### src/design/ccm_cfg_pkg.sv
// How it works
// - each keystream or packet_task_a task takes a fresh copy of the mode register for that operation.
// - mode bit 0 picks encrypt at 0 and decrypt at 1, and reset leaves it at decrypt.
// - the two-bit rate field picks 1 Mbps, 2 Mbps, 125 Kbps or 500 Kbps for codes 0 to 3.
// - length mode 0 gives a 5-bit length field and a keystream for at most 27 payload bytes.
// - length mode 1 gives an 8-bit length field and a keystream as long as the max length register.
// - the key and nonce are fetched from the address held in the 32-bit key/nonce pointer.
// - the max length register holds 0x1b to 0xfb in its low byte and resets to 0xfb.
// - the rate override register holds a rate that replaces the configured rate when applied.
// - the override rate is applied only by the rate override task, otherwise the mode rate holds.
package ccm_cfg_pkg;

	// ******************************
	// register byte offsets
	// ******************************
	localparam logic [11:0] OFS_MODE = 12'h504;
	localparam logic [11:0] OFS_KEY_PTR = 12'h508;
	localparam logic [11:0] OFS_IN_PTR = 12'h50c;
	localparam logic [11:0] OFS_OUT_PTR = 12'h510;
	localparam logic [11:0] OFS_SCRATCH_PTR = 12'h514;
	localparam logic [11:0] OFS_MAX_LEN = 12'h518;
	localparam logic [11:0] OFS_RATE_OVR = 12'h51c;
	localparam logic [11:0] OFS_ACTIVE = 12'h520;
	localparam int ADDR_BITS = 12;

	// ******************************
	// field positions
	// ******************************
	localparam int POS_DIR = 0;
	localparam int POS_RATE = 16;
	localparam int POS_LEN = 24;
	localparam int POS_ACT_KSLEN = 8;
	localparam int POS_MAX_LEN = 0;
	localparam int POS_OVR = 0;

	// ******************************
	// reset values and limits
	// ******************************
	localparam logic RST_DIR = 1'h1;
	localparam logic [1:0] RST_RATE = 2'h0;
	localparam logic RST_LEN = 1'h0;
	localparam logic [31:0] RST_PTR = 32'h0000_0000;
	localparam logic [7:0] RST_MAX_LEN = 8'hfb;
	localparam logic [1:0] RST_OVR = 2'h0;
	localparam logic [7:0] MAX_LEN_LO = 8'h1b;
	localparam logic [7:0] MAX_LEN_HI = 8'hfb;
	localparam logic [7:0] KS_LEN_DEFAULT = 8'h1b;
	localparam logic [3:0] LEN_BITS_DEFAULT = 4'h5;
	localparam logic [3:0] LEN_BITS_EXT = 4'h8;

	// ******************************
	// bus codes
	// ******************************
	localparam logic [1:0] HTRANS_NONSEQ = 2'h2;
	localparam logic [2:0] HSIZE_WORD = 3'h2;
	localparam logic HRESP_OKAY = 1'h0;

	typedef enum logic [1:0] {
		RATE_1M = 2'h0,
		RATE_2M = 2'h1,
		RATE_125K = 2'h2,
		RATE_500K = 2'h3
	} radio_rate_type;

endpackage

### src/design/ccm_packet_packet_task_a_config.sv
// The AHB-Lite interface to the registers was chosen for this implementation.
`timescale 1ns/1ns
module ccm_packet_packet_task_a_config
	import ccm_cfg_pkg::*;
(
	input wire logic hclk,
	input wire logic hresetn,
	input wire logic hsel,
	input wire logic [31:0] haddr,
	input wire logic [1:0] htrans,
	input wire logic hwrite,
	input wire logic [2:0] hsize,
	input wire logic [31:0] hwdata,
	input wire logic hready,
	output logic hreadyout,
	output logic [31:0] hrdata,
	output logic hresp,
	input wire logic keystream_generate_task,
	input wire logic packet_task_a,
	input wire logic rate_override_task,
	output logic op_start,
	output logic op_decrypt,
	output logic [1:0] op_rate,
	output logic op_ext_len,
	output logic [3:0] op_length_bits,
	output logic [7:0] op_keystream_len,
	output logic [31:0] op_key_nonce_ptr,
	output logic [31:0] op_in_ptr,
	output logic [31:0] op_out_ptr,
	output logic [31:0] op_scratch_ptr
);

	// ******************************
	// state
	// ******************************
	typedef struct packed {
		logic mode_decrypt;
		radio_rate_type mode_rate;
		logic mode_ext;
		logic [31:0] key_ptr;
		logic [31:0] in_ptr;
		logic [31:0] out_ptr;
		logic [31:0] scratch_ptr;
		logic [7:0] max_len;
		radio_rate_type ovr_rate;
		logic act_decrypt;
		radio_rate_type act_rate;
		logic act_ext;
		logic [7:0] act_kslen;
		logic start;
		logic [31:0] rdata;
	} cfg_type;

	cfg_type s_r;
	cfg_type s_nxt;

	logic rd_take;
	logic wr_pend;
	logic [ADDR_BITS-1:0] wr_addr;
	logic op_trigger;
	logic [7:0] max_len_in;
	logic [31:0] rd_word;

	// ******************************
	// bus front end
	// ******************************
	ahb_front u_front (
		.hclk(hclk),
		.hresetn(hresetn),
		.hsel(hsel),
		.haddr(haddr),
		.htrans(htrans),
		.hwrite(hwrite),
		.hready(hready),
		.rd_take(rd_take),
		.wr_pend(wr_pend),
		.wr_addr(wr_addr)
	);

	// zero wait states, always okay
	assign hreadyout = 1'b1;
	assign hresp = HRESP_OKAY;
	assign hrdata = s_r.rdata;

	// either operation task starts a new operation
	assign op_trigger = keystream_generate_task || packet_task_a;

	// max length write kept inside its legal range
	always_comb begin
		max_len_in = hwdata[POS_MAX_LEN +: 8];
		if (hwdata[POS_MAX_LEN +: 8] < MAX_LEN_LO) begin
			max_len_in = MAX_LEN_LO;
		end else if (hwdata[POS_MAX_LEN +: 8] > MAX_LEN_HI) begin
			max_len_in = MAX_LEN_HI;
		end
	end

	// ******************************
	// pointer snapshots per operation
	// ******************************
	snap_word #(.WIDTH(32)) u_key_snap (
		.hclk(hclk),
		.hresetn(hresetn),
		.load(op_trigger),
		.din(s_r.key_ptr),
		.dout(op_key_nonce_ptr)
	);

	snap_word #(.WIDTH(32)) u_in_snap (
		.hclk(hclk),
		.hresetn(hresetn),
		.load(op_trigger),
		.din(s_r.in_ptr),
		.dout(op_in_ptr)
	);

	snap_word #(.WIDTH(32)) u_out_snap (
		.hclk(hclk),
		.hresetn(hresetn),
		.load(op_trigger),
		.din(s_r.out_ptr),
		.dout(op_out_ptr)
	);

	snap_word #(.WIDTH(32)) u_scratch_snap (
		.hclk(hclk),
		.hresetn(hresetn),
		.load(op_trigger),
		.din(s_r.scratch_ptr),
		.dout(op_scratch_ptr)
	);

	// ******************************
	// operation outputs
	// ******************************
	assign op_start = s_r.start;
	assign op_decrypt = s_r.act_decrypt;
	assign op_rate = s_r.act_rate;
	assign op_ext_len = s_r.act_ext;
	assign op_keystream_len = s_r.act_kslen;

	// length field width follows the active length mode
	always_comb begin
		if (s_r.act_ext) begin
			op_length_bits = LEN_BITS_EXT;
		end else begin
			op_length_bits = LEN_BITS_DEFAULT;
		end
	end

	// ******************************
	// next state
	// ******************************
	always_comb begin
		s_nxt = s_r;
		s_nxt.start = 1'b0;

		// data phase write into the addressed register
		if (wr_pend) begin
			case (wr_addr)
				OFS_MODE: begin
					s_nxt.mode_decrypt = hwdata[POS_DIR];
					s_nxt.mode_rate = radio_rate_type'(hwdata[POS_RATE +: 2]);
					s_nxt.mode_ext = hwdata[POS_LEN];
				end
				OFS_KEY_PTR: begin
					s_nxt.key_ptr = hwdata;
				end
				OFS_IN_PTR: begin
					s_nxt.in_ptr = hwdata;
				end
				OFS_OUT_PTR: begin
					s_nxt.out_ptr = hwdata;
				end
				OFS_SCRATCH_PTR: begin
					s_nxt.scratch_ptr = hwdata;
				end
				OFS_MAX_LEN: begin
					s_nxt.max_len = max_len_in;
				end
				OFS_RATE_OVR: begin
					s_nxt.ovr_rate = radio_rate_type'(hwdata[POS_OVR +: 2]);
				end
				default: begin
				end
			endcase
		end

		// a task takes the mode as it stood before this edge
		if (op_trigger) begin
			s_nxt.act_decrypt = s_r.mode_decrypt;
			s_nxt.act_rate = s_r.mode_rate;
			s_nxt.act_ext = s_r.mode_ext;
			if (s_r.mode_ext) begin
				s_nxt.act_kslen = s_r.max_len;
			end else begin
				s_nxt.act_kslen = KS_LEN_DEFAULT;
			end
			s_nxt.start = 1'b1;
		end

		// override replaces the rate only when its task fires
		if (rate_override_task) begin
			s_nxt.act_rate = s_r.ovr_rate;
		end

		// read data from the updated state, so a write just before is seen
		rd_word = '0;
		case (haddr[ADDR_BITS-1:0])
			OFS_MODE: begin
				rd_word[POS_DIR] = s_nxt.mode_decrypt;
				rd_word[POS_RATE +: 2] = s_nxt.mode_rate;
				rd_word[POS_LEN] = s_nxt.mode_ext;
			end
			OFS_KEY_PTR: begin
				rd_word = s_nxt.key_ptr;
			end
			OFS_IN_PTR: begin
				rd_word = s_nxt.in_ptr;
			end
			OFS_OUT_PTR: begin
				rd_word = s_nxt.out_ptr;
			end
			OFS_SCRATCH_PTR: begin
				rd_word = s_nxt.scratch_ptr;
			end
			OFS_MAX_LEN: begin
				rd_word[POS_MAX_LEN +: 8] = s_nxt.max_len;
			end
			OFS_RATE_OVR: begin
				rd_word[POS_OVR +: 2] = s_nxt.ovr_rate;
			end
			OFS_ACTIVE: begin
				rd_word[POS_DIR] = s_nxt.act_decrypt;
				rd_word[POS_ACT_KSLEN +: 8] = s_nxt.act_kslen;
				rd_word[POS_RATE +: 2] = s_nxt.act_rate;
				rd_word[POS_LEN] = s_nxt.act_ext;
			end
			default: begin
				rd_word = '0;
			end
		endcase
		// read word held for the data phase until the next read
		if (rd_take) begin
			s_nxt.rdata = rd_word;
		end
	end

	// ******************************
	// registers
	// ******************************
	always_ff @(posedge hclk or negedge hresetn) begin
		if (!hresetn) begin
			s_r.mode_decrypt <= RST_DIR;
			s_r.mode_rate <= RATE_1M;
			s_r.mode_ext <= RST_LEN;
			s_r.key_ptr <= RST_PTR;
			s_r.in_ptr <= RST_PTR;
			s_r.out_ptr <= RST_PTR;
			s_r.scratch_ptr <= RST_PTR;
			s_r.max_len <= RST_MAX_LEN;
			s_r.ovr_rate <= RATE_1M;
			s_r.act_decrypt <= RST_DIR;
			s_r.act_rate <= RATE_1M;
			s_r.act_ext <= RST_LEN;
			s_r.act_kslen <= KS_LEN_DEFAULT;
			s_r.start <= 1'b0;
			s_r.rdata <= '0;
		end else begin
			s_r <= s_nxt;
		end
	end

endmodule // ccm_packet_packet_task_a_config

### src/design/ahb_front.sv
`timescale 1ns/1ns
// ******************************
// ahb-lite address phase capture
// ******************************
module ahb_front
	import ccm_cfg_pkg::*;
(
	input wire logic hclk,
	input wire logic hresetn,
	input wire logic hsel,
	input wire logic [31:0] haddr,
	input wire logic [1:0] htrans,
	input wire logic hwrite,
	input wire logic hready,
	output logic rd_take,
	output logic wr_pend,
	output logic [ADDR_BITS-1:0] wr_addr
);

	typedef struct packed {
		logic wr;
		logic [ADDR_BITS-1:0] addr;
	} front_type;

	front_type s_r;
	front_type s_nxt;
	logic take;

	// a transfer is taken when selected, active and the bus is ready
	assign take = hsel && htrans[1] && hready;
	assign rd_take = take && !hwrite;
	assign wr_pend = s_r.wr;
	assign wr_addr = s_r.addr;

	// remember writes for their data phase
	always_comb begin
		s_nxt = s_r;
		if (hready) begin
			s_nxt.wr = take && hwrite;
			s_nxt.addr = haddr[ADDR_BITS-1:0];
		end
	end

	always_ff @(posedge hclk or negedge hresetn) begin
		if (!hresetn) begin
			s_r <= '0;
		end else begin
			s_r <= s_nxt;
		end
	end

endmodule // ahb_front

### src/design/snap_word.sv
`timescale 1ns/1ns
// ******************************
// word snapshot taken on a load pulse
// ******************************
module snap_word #(
	parameter int WIDTH = 32
) (
	input wire logic hclk,
	input wire logic hresetn,
	input wire logic load,
	input wire logic [WIDTH-1:0] din,
	output logic [WIDTH-1:0] dout
);

	typedef struct packed {
		logic [WIDTH-1:0] value;
	} snap_type;

	snap_type s_r;
	snap_type s_nxt;

	assign dout = s_r.value;

	// hold until the next load
	always_comb begin
		s_nxt = s_r;
		if (load) begin
			s_nxt.value = din;
		end
	end

	always_ff @(posedge hclk or negedge hresetn) begin
		if (!hresetn) begin
			s_r <= '0;
		end else begin
			s_r <= s_nxt;
		end
	end

endmodule // snap_word

### config.mk
export PLATFORM = sky130hd
export DESIGN_NAME = ccm_packet_packet_task_a_config
export DESIGN_NICKNAME = d
export VERILOG_FILES = /design/src/design/ccm_cfg_pkg.sv /design/src/design/ccm_packet_packet_task_a_config.sv /design/src/design/ahb_front.sv /design/src/design/snap_word.sv
export SDC_FILE = /design/constraint.sdc
export NUM_CORES = 1
export LEC_CHECK = 0
export BUFFER_PORTS_ARGS = -buffer_cell sky130_fd_sc_hd__buf_2
export CELL_PAD_IN_SITES_DETAIL_PLACEMENT = 2
export CELL_PAD_IN_SITES_GLOBAL_PLACEMENT = 2
export CORE_ASPECT_RATIO = 0.8
export CORE_UTILIZATION = 36
export DETAILED_ROUTE_END_ITERATION = 7
export PLACE_DENSITY = 0.79
export SETUP_SLACK_MARGIN = 0.1
export SYNTH_ARGS = -nofsm -noshare
export SYNTH_HDL_FRONTEND = slang
export SYNTH_SLANG_ARGS = --single-unit
### constraint.sdc
create_clock -name hclk -period 2.6 [get_ports hclk]
set_input_delay 0.52 -clock hclk [delete_from_list [all_inputs] [get_ports hclk]]
set_output_delay 0.52 -clock hclk [all_outputs]
set_load 0.005 [all_outputs]
# After elaboration in Yosys (flattened, before gate mapping)
# Cells that the tools add are included.
# word_totals
latch_bits,0
output_inout_bits,179
inputBits,77
register_bits,328
ramBits,0
elab_cells,66
rom_bits,0
n_memories,0
# op_classes
div,0
mux,22
shift,0
order_cmp,2
n_eq_ne,15
multipliers,0
reduce_logical,6
n_bitwise,0
add_sub_neg,0
# ops
op,count
"== test 12 x 11 -> 1 bit, second input constant",15
two-way mux 142 bit,1
two-way mux 32 bit,4
one-hot mux 8 bit (5 select lines),1
two-way mux 8 bit,4
one-hot mux 6 bit (5 select lines),1
one-hot mux 7 bit (4 select lines),1
one-hot mux 6 bit (4 select lines),1
two-way mux 13 bit,1
one-hot mux 1 bit (6 select lines),2
one-hot mux 2 bit (6 select lines),1
"> comparator 8 bit, second input constant",1
"< comparator 8 x 5 -> 1 bit, second input constant",1
two-way mux 4 bit,2
one-hot mux 1 bit (8 select lines),1
logical AND 1 bit,4
two-way mux 2 bit,2
zero test 1 bit,1
logical OR 1 bit,1

# Logic depth before layout (Yosys ltp)
# Gate-level depths: netlist of run 1.
# logic_depth
ltp_word,6
ltp_mapped,9
depth_no_buf,7

# Hierarchy
# Synthesis of run 1 repeated with hierarchy kept, for this count alone.
# hier_totals
cells_unflattened,1030
hier_area_um2,14597.8
# modules_own_cells
mod,seq_area_each_um2,area_per_inst_um2,n_inst,cells_each
ccm_packet_packet_task_a_config,4695.8,8673.3,1,727
snap_word,800.8,1345.0,4,68
ahb_front,325.3,544.3,1,31

# Worst setup path after synthesis of run 1
# No wires, ideal clock.
# synth_timing
kind,input to register
startpoint,in haddr[7]
endpoint,reg s_r (netlist bit hrdata[2])
arrival_ns,2.173
path_slack_ns,0.358
n_path_buf,3
stages,8
cell_sequence,or4b_1 -> buf_4 -> nor4_4 -> buf_6 -> buf_6 -> a32oi_1 -> a31oi_1 -> nand3b_1
# synth_between
elab_chain_cells,2
# synth_lines
element,line,source
start: declaration,ccm_packet_packet_task_a_config.sv:9,"input wire logic [31:0] haddr,"
== test 12 x 11 -> 1 bit,ccm_packet_packet_task_a_config.sv:209,case (haddr[ADDR_BITS-1:0])
one-hot mux 6 bit (5 select lines) (*),ccm_packet_packet_task_a_config.sv:209,
end signal: assignment,ccm_packet_packet_task_a_config.sv:270,s_r <= s_nxt;
end: declaration,ccm_packet_packet_task_a_config.sv:54,cfg_type s_r;
# Every way passes the cells marked *; elsewhere a longest branch is shown, timed or not.
# A chain may end at the register's enable or synchronous reset.

==> results of run 1 <==
-- stage by stage --
step	cell area (sq um)	hold WS (ps)	setup TNS (ps)
global placement	15800	445	0
floorplan	14100	224	0
detailed placement	15800	455	-179
global route	17200	238	0
finish	17200	242	0
CTS	17100	208	0
-- sequential cells by signal, summed over array words and instances (netlist names) --
signal / cells
u_key_snap.dout: 32
hrdata: 32
u_front.wr_pend: 1
op_rate: 2
u_scratch_snap.dout: 32
op_keystream_len: 8
s_r: 142
u_front.wr_addr: 12
op_start: 1
u_in_snap.dout: 32
u_out_snap.dout: 32
op_decrypt: 1
op_ext_len: 1
-- worst max-delay path, stage by stage, from the launching register on --
cell	delay, ps
dfrtp_2	440
nor4b_4	370
nand4_1	150
buf_4	190
buf_12	140
mux2_2	290
and3_1	170
a2111oi_2	290
buf_4	170
a31oi_1	110
-- layer usage --
| layer | up-vias | global-route usage, % | routed length, um |
|---|---|---|---|
| met5 | - | 0 | 15 |
| met4 | 2 | 9.34 | 1440 |
| met3 | 93 | 4.44 | 2080 |
| met2 | 281 | 42.6 | 24500 |
| met1 | 5779 | 33.0 | 21900 |
| li1 | 4805 | - | - |
-- final cells by class --
class                      count  area share [%]
sequential                   328            48.0
multi-input combinational    856            30.2
timing repair buffer         297            10.6
clock buffer                  62            6.91
tap                          495            3.61
clock inverter                 6           0.496
inverter                      11           0.255
antenna                        1          0.0146
-- repair_timing --
| item | CTS | global route |
|---|---|---|
| cloned | 0 | 1 |
| resized for setup | 3 | 10 |
| hold endpoints to repair | 53 | 0 |
| pin swaps | 0 | 4 |
| setup buffers | 0 | 2 |
| hold buffers | 1 | 0 |
| setup endpoints to repair | 9 | 18 |
-- synth_stat cells (all sizes together), types with 2 or more instances --
| cell type | n | share of area (%) |
|---|---|---|
| a2111oi | 3 | 0.24 |
| a21o | 15 | 0.80 |
| a21oi | 6 | 0.21 |
| a22oi | 11 | 0.59 |
| a2bb2oi | 2 | 0.12 |
| a31oi | 16 | 0.71 |
| a32o | 3 | 0.21 |
| a32oi | 13 | 0.81 |
| a41oi | 7 | 0.44 |
| and2 | 3 | 0.13 |
| and3 | 4 | 0.18 |
| and4 | 11 | 0.68 |
| and4bb | 2 | 0.18 |
| buf | 77 | 3.7 |
| clkbuf | 49 | 1.3 |
| conb | 2 | 0.053 |
| dfrtp | 315 | 56 |
| dfstp | 13 | 2.4 |
| inv | 10 | 0.27 |
| mux2 | 144 | 12 |
| mux2i | 5 | 0.36 |
| nand2 | 459 | 12 |
| nand2b | 31 | 1.4 |
| nand3 | 31 | 1.1 |
| nand4 | 11 | 0.49 |
| nor2 | 10 | 0.36 |
| nor2b | 3 | 0.13 |
| nor3 | 8 | 0.32 |
| nor3b | 2 | 0.14 |
| nor4 | 5 | 0.42 |
| nor4b | 2 | 0.21 |
| nor4bb | 3 | 0.21 |
| o211ai | 2 | 0.11 |
| o21ai | 25 | 0.89 |
| o221ai | 3 | 0.19 |
| or4b | 2 | 0.14 |
-- final timing paths --
path,slack [ps],depth (start not counted),end,start
setup reg to reg,120,9,hrdata[0],u_front.wr_addr[6]
min in group asynchronous,530,2,u_scratch_snap.dout[27],hresetn
setup / recovery,120,9,hrdata[0],u_front.wr_addr[6]
max in group asynchronous,1220,3,hrdata[17],hresetn
hold / removal,240,2,u_front.wr_addr[8],haddr[8]
hold reg to reg,460,2,u_in_snap.dout[6],s_r[125]
-- logic make-up after synthesis --
| logic type | share of synthesized area, % |
|---|---|
| compound gates | 5.46 |
| flops | 58.5 |
| other cells | 0.0534 |
| simple gates | 18.7 |
| buf+inv | 5.28 |
| mux | 11.9 |
| xor+xnor | 0.125 |
-- layout by cell type, fill, tap and decap left out, drive strengths merged, types with 4 or more instances in the layout --
cell type,netlist,final
nand2b,31,31
a21oi,6,6
nor3,8,8
nor4,5,5
and3,4,4
dfstp,13,13
a41oi,7,7
and4,11,11
clkbuf,49,63
nor2,10,10
buf,77,295
nand3,31,31
a21o,15,15
inv,10,11
mux2i,5,5
mux2,144,144
nand4,11,11
nand2,459,459
a22oi,11,11
dfrtp,315,315
o21ai,25,25
a32oi,13,13
a31oi,16,16
-- where the power goes --
| part | leakage [nW] | internal, mW | switching (mW) | total (mW) |
|---|---|---|---|---|
| logic | 3.77 | 0.390 | 0.632 | 1.02 |
| registers | 3.92 | 5.42 | 0.201 | 5.62 |
| clock network | 0.615 | 3.31 | 2.21 | 5.52 |
| total | 8.30 | 9.12 | 3.04 | 12.2 |
==> flow_summary.toml, run 1 <==
[sta]
timing.final.crit_period_ps = 2480
finalCritPeriodShare_pct = 95.4
tightest_slew_ps = 990
setup_slack_ps = 121
hold_viol = 0
slew_violations = 0
fin_skew_ps = 14.7
maxSlewHeadroom_pct = 33.6
fmax_mhz = 403
rsz0062_at_grt = "false"
finalSetupViolCount = 0

[floorplan]
core.rowCount = 64
die_width_um = 223
pin_count = 256
die_y_um = 179
core_region_area_sq_um = 38400
initial_utilization_pct = 36.7
die_area_sq_um = 39900

[global_routing]
grt-ovfl-total = 0
antenna_found_initial = 2
grt.total_usage_pct = 25.4
grt_pass1_vias = 12200
grt_max_degree = 84
grt_pass1_wl_mm = 76.3

[flow_run]
cap_violations = 0

[placed_design]
dp_slack_ps = -101
dp_hpwl_mm = 34.0
portBuffers = 228
gp_congestion = 0.829
place_inst = 1983

[clock_network]
clockBufferDepth = 3
htreeDepth = 2
cts_tree = "done"
cts_root_buffer = "clkbuf_16"
clkLatencyLatePin_ps = 540
clock-sinks = 328
clk_pin_slew_ps = 60
numCtsBuffers = 38

[layout]
ff_latch_area_sq_um = 8230
multi_input_comb_area_sq_um = 5180
drive_gt1_share_pct = 34.0
syn_to_final_growth_pct = 21.9
fillers = 4011
fin_util_pct = 44.7
fin_cells = 2056
num-nets-final = 1609

[logic_synthesis]
synth_cells = 1320
ys_seq_area_share_pct = 58.5
synth.distinct_cells = 61
synth.avg_cell_area_sq_um = 10.7
synth_ff_type = "dfrtp_1"
synth_edf_count = 0
yosys_warnings = 0
synth-async-reset-ratio_pct = 100
netlist_area_sq_um = 14100
synth.ff_latch_count = 328

[critical_path]
critPathCaptureType = "register"
worstSetupPathType = "reg2reg"
critical_path_arrival_ps = 2870
crit_fanout = 5
required_ps = 2990
start_kind = "register"

[min_path]
min_path_type = "in2reg"

[detailed_routing]
first_pass_iters = 4
vias_per_cell = 5.33
via_count = 11000
post_drt_wl_per_cell_um = 24.3
drt_iter0_markers = 612
ant_nets = 0
wirelength_mm = 49.9
post-route-drc-count = 0

[outcome]
outcome = "complete, no violations"

[pwr]
leakage_nw = 8.30
power_density_nw_per_um2 = 709
finalPower_mw = 12.2
ir_drop_mv = 0.338
No activity file was read; power rests on OpenSTA's default activity.
==> inputs of run 2 (changes only) <==
- PLACE_DENSITY: 0.79 -> 0.89
==> run 2 against run 1 <==
Against the previous run:
- design area about the same
- first-iteration DRC count increased by 5.1%
- worst setup slack improved by 3.9 ps
- via count increased by 0.24%
- wire length increased by 2.7%
- sequential power about the same
==> flow_summary.toml, run 2 (synthesized netlist as in run 1, its figures left out) <==
[outcome]
outcome = "complete, no violations"

[critical_path]
critPathCaptureType = "register"
start_kind = "register"
critical_path_arrival_ps = 2870
crit_fanout = 22
worstSetupPathType = "reg2reg"
required_ps = 2990

[global_routing]
grt_max_degree = 72
grt-ovfl-total = 0
grt.total_usage_pct = 25.3
grt_pass1_wl_mm = 76.4
grt_pass1_vias = 12400
antenna_found_initial = 3

[sta]
fin_skew_ps = 15.9
slew_violations = 0
fmax_mhz = 404
rsz0062_at_grt = "true"
hold_viol = 0
finalCritPeriodShare_pct = 95.2
setup_slack_ps = 125
tightest_slew_ps = 871
finalSetupViolCount = 0
maxSlewHeadroom_pct = 41.9
timing.final.crit_period_ps = 2480

[detailed_routing]
post_drt_wl_per_cell_um = 25.0
drt_iter0_markers = 643
vias_per_cell = 5.36
via_count = 11000
ant_nets = 0
wirelength_mm = 51.3
post-route-drc-count = 0
first_pass_iters = 4

[layout]
fillers = 3938
multi_input_comb_area_sq_um = 5170
num-nets-final = 1600
final_common_cell = "nand2_1"
fin_cells = 2049
drive_gt1_share_pct = 33.6
finish.instance_area_sq_um = 17100
final_cell_mix = "nand2_1 (459), dfrtp_1 (313), buf_2 (227), mux2_2 (144)"
syn_to_final_growth_pct = 21.8
registers.top_by_ff_count = "s_r"
ff_latch_area_sq_um = 8230
largest_reg_flops = 142

[clock_network]
clock-sinks = 328
htreeDepth = 2
clockBufferDepth = 3
cts_tree = "done"
numCtsBuffers = 37
cts_root_buffer = "clkbuf_16"
clk_pin_slew_ps = 60
clkLatencyLatePin_ps = 540

[floorplan]
core.rowCount = 64
initial_utilization_pct = 36.7
core_region_area_sq_um = 38400
die_width_um = 223
die_y_um = 179
die_area_sq_um = 39900
pin_count = 256

[placed_design]
gp_congestion = 0.819
dp_slack_ps = -2.22
portBuffers = 228
placed_cell_area_sq_um = 15700
place_inst = 1971
dp_hpwl_mm = 34.1

[pwr]
power_density_nw_per_um2 = 701
leakage_nw = 8.28
ir_drop_mv = 0.428

[min_path]
min_path_type = "in2reg"

[flow_run]
cap_violations = 0
run 2: changes by cell type in the layout (fill, tap and decap cells not counted), sizes merged:
| cell | change |
|---|---|
| buf | -9 |
| clkinv | +1 |
| clkinvlp | -2 |
| diode | +1 |
| inv | +2 |
run 2: final timing paths:
kind | from | end | slack, ps | depth (start not counted)
worst max register to register | u_front.wr_addr[2] | hrdata[17] | 120 | 8
min in group asynchronous | hresetn | u_scratch_snap.dout[28] | 560 | 2
max in group asynchronous | hresetn | s_r[71] | 1220 | 3
worst min register to register | u_scratch_snap.dout[24] | u_scratch_snap.dout[24] | 460 | 2
worst min-delay path | haddr[8] | u_front.wr_addr[8] | 240 | 2
worst max-delay path | u_front.wr_addr[2] | hrdata[17] | 120 | 8
run 2: critical path: stages, from the launching register on:
cell and delay, ps:
dfrtp_1 440, and4bb_2 270, nand4_1 160, buf_12 250, buf_6 230, mux2_2 380
a32oi_2 250, and4_1 280, o21ai_1 70
run 2: routing by layer:
| metal | up-vias | wire (um) | share of wire (%) | GRT usage (%) |
|---|---|---|---|---|
| li1 | 4783 | - | - | - |
| met1 | 5828 | 21600 | 42 | 31.6 |
| met2 | 270 | 25700 | 50 | 43.8 |
| met3 | 101 | 2320 | 4.5 | 4.75 |
| met4 | 4 | 1610 | 3.1 | 9.66 |
| met5 | - | 25 | 0.049 | 0 |
run 2: cell type report:
class,instances,area share (%)
multi-input combinational,856,30.2
clock buffer,61,6.64
inverter,11,0.256
timing repair buffer,289,10.7
sequential,328,48.0
tap,495,3.61
antenna,2,0.0292
clock inverter,7,0.540
run 2: report_power, final:
group | leakage (nW) | switching [mW] | total [mW] | internal (mW)
Combinational | 3.76 | 0.637 | 1.02 | 0.384
Sequential | 3.92 | 0.209 | 5.63 | 5.42
Clock | 0.604 | 2.17 | 5.36 | 3.20
Total | 8.28 | 3.01 | 12.0 | 9.00
run 2: timing repair:
| action | 4_1_cts | 5_1_grt |
|---|---|---|
| resized for setup | 4 | 8 |
| hold buffers | 1 | 0 |
| buffers inserted | 0 | 5 |
| setup endpoints to repair | 4 | 14 |
| cloned | 0 | 2 |
| pin swaps | 0 | 2 |
| hold endpoints to repair | 41 | 0 |
run 2: stage by stage:
stage | TNS (ps) | hold WS (ps) | power (mW) | util [%]
after floorplan | 0 | 224 | 6.10 | -
after global routing | 0 | 232 | 12.5 | 44.7
final | 0 | 239 | 12.0 | 44.7
after detailed placement | -2.22 | 455 | 6.72 | 41.1
after CTS | 0 | 219 | 12.1 | 44.4
after global placement | 0 | 447 | 6.62 | 41.1
==> inputs of run 3 (changes only) <==
- clock period: 2.6 -> 2.5 ns (I/O delays scaled with it)
==> run 3 against run 2 <==
Against the previous run:
- non-clock buffer count up 10
- total power up 4.6%
- global-route usage up 0.076 points
- critical endpoint is now hrdata[2]
==> flow_summary.toml, run 3 (synthesized netlist as in run 1, its figures left out) <==
[outcome]
outcome = "complete, no violations"

[global_routing]
grt_max_degree = 88
grt.total_usage_pct = 25.4
grt-ovfl-total = 0
grt_pass1_wl_mm = 77.2
grt_pass1_vias = 12600
antenna_found_initial = 2

[layout]
registers.top_by_ff_count = "s_r"
fin_cells = 2058
drive_gt1_share_pct = 34.7
fin_util_pct = 45.0
num-nets-final = 1611
syn_to_final_growth_pct = 22.7
final_cell_mix = "nand2_1 (459), dfrtp_1 (313), buf_2 (227), mux2_2 (144), buf_4 (52)"
largest_reg_flops = 142
final_common_cell = "nand2_1"
multi_input_comb_area_sq_um = 5240
fillers = 3931
ff_latch_area_sq_um = 8230

[min_path]
min_path_type = "in2reg"
min_path_cells = 2
hold_path_end = "u_front.wr_addr[6]"
hp-start = "haddr[6]"

[clock_network]
clock-sinks = 328
cts_root_buffer = "clkbuf_16"
numCtsBuffers = 38
clkLatencyLatePin_ps = 540
cts_tree = "done"
htreeDepth = 2
clk_pin_slew_ps = 50
clockBufferDepth = 3

[sta]
fmax_mhz = 412
fin_skew_ps = 20.4
rsz0062_at_grt = "true"
hold_viol = 0
finalSetupViolCount = 0
maxSlewHeadroom_pct = 42.5
hold_ws_ps = 214
timing.final.crit_period_ps = 2430
finalCritPeriodShare_pct = 97.1
slew_violations = 0
tightest_slew_ps = 862
setup_slack_ps = 72.1

[detailed_routing]
vias_per_cell = 5.36
post_drt_wl_per_cell_um = 24.7
first_pass_iters = 4
drt_iter0_markers = 700
ant_nets = 0
post-route-drc-count = 0
via_count = 11000
wirelength_mm = 50.9

[critical_path]
timing.rr.start = "u_front.wr_addr[4]"
start_kind = "register"
path_buf_inv = 2
worstRegToRegCells = 8
critPathCaptureType = "register"
r2r-end = "hrdata[2]"
crit_fanout = 23
critical_path_arrival_ps = 2830
required_ps = 2900
slowest_delay_ps = 440
path_cells = "nor4b_2 -> nand4_1 -> buf_4 -> buf_8 -> mux2_2 -> nand2b_1 -> a31oi_1 -> nand3b_1"
cp_slowest_cell = "dfrtp_1"
r2r_slack_ps = 70
worstSetupPathType = "reg2reg"
cpLargestDelayFamily = "simple AND/OR/NAND/NOR gates"

[placed_design]
dp_hpwl_mm = 34.6
portBuffers = 228
gp_congestion = 0.877
place_inst = 1983
dp_slack_ps = -137

[floorplan]
core_region_area_sq_um = 38400
die_y_um = 179
die_width_um = 223
pin_count = 256
die_area_sq_um = 39900
initial_utilization_pct = 36.7
core.rowCount = 64

[pwr]
leakage_nw = 8.36
finalPower_mw = 12.6
power_density_nw_per_um2 = 728
ir_drop_mv = 0.377

[flow_run]
cap_violations = 0
[run 3: changes by cell type in the layout (fill, tap and decap cells not counted), sizes merged]
cell,change
clkbuf,-6
clkinv,+6
inv,-2
diode,-1
buf,+12
[run 3: cell type report]
| type | instances | share of cell area, % |
|---|---|---|
| diodes | 1 | 0.0145 |
| multi-input cells | 856 | 30.3 |
| inverters | 11 | 0.254 |
| clock inverters | 11 | 0.631 |
| well taps | 495 | 3.59 |
| flip-flops and latches | 328 | 47.7 |
| repair buffers | 299 | 10.9 |
| clock buffers | 57 | 6.64 |
[run 3: timing repair]
| action | in CTS | in global routing |
|---|---|---|
| setup buffers | 0 | 5 |
| endpoints found under the hold margin | 45 | 0 |
| gates resized for setup | 6 | 19 |
| endpoints found under the setup margin | 23 | 24 |
| pin swaps | 0 | 4 |
| hold buffers | 1 | 0 |
[run 3: worst register-to-register path: stages (launching register included)]
cell and delay (ps):
dfrtp_1 440, nor4b_2 380, nand4_1 150, buf_4 240, buf_8 230, mux2_2 350, nand2b_1 160, a31oi_1 150
nand3b_1 210
[run 3: how the worst max path moves through the flow]
stage          slack [ps]        end  cells past startpoint          startpoint
3_3_place_gp           10  hrdata[1]                      9            haddr[7]
5_1_grt               -20  hrdata[2]                      8  u_front.wr_addr[4]
2_1_floorplan         280  hrdata[2]                      8            haddr[7]
3_5_place_dp         -140  hrdata[0]                      9            haddr[7]
4_1_cts                20  hrdata[0]                      7  u_front.wr_addr[2]
6_report               70  hrdata[2]                      8  u_front.wr_addr[4]
[run 3: per-layer routing]
layer	wire length (um)	global-route usage, %
met4	1360	7.99
met5	11	0
met3	2350	4.39
met1	21500	32.1
met2	25600	44.4
[run 3: metrics by stage]
step	area (sq um)	setup TNS, ps
4_1_cts	17100	0
5_1_grt	17300	-33.9
3_5_place_dp	15800	-1220
6_report	17300	0
3_3_place_gp	15800	0
2_1_floorplan	14100	0
[run 3: power breakdown]
group          switching (mW)  internal, mW  leakage (nW)
logic                   0.669         0.408          3.82
registers               0.211          5.64          3.92
clock network            2.27          3.38         0.624
total                    3.15          9.42          8.36
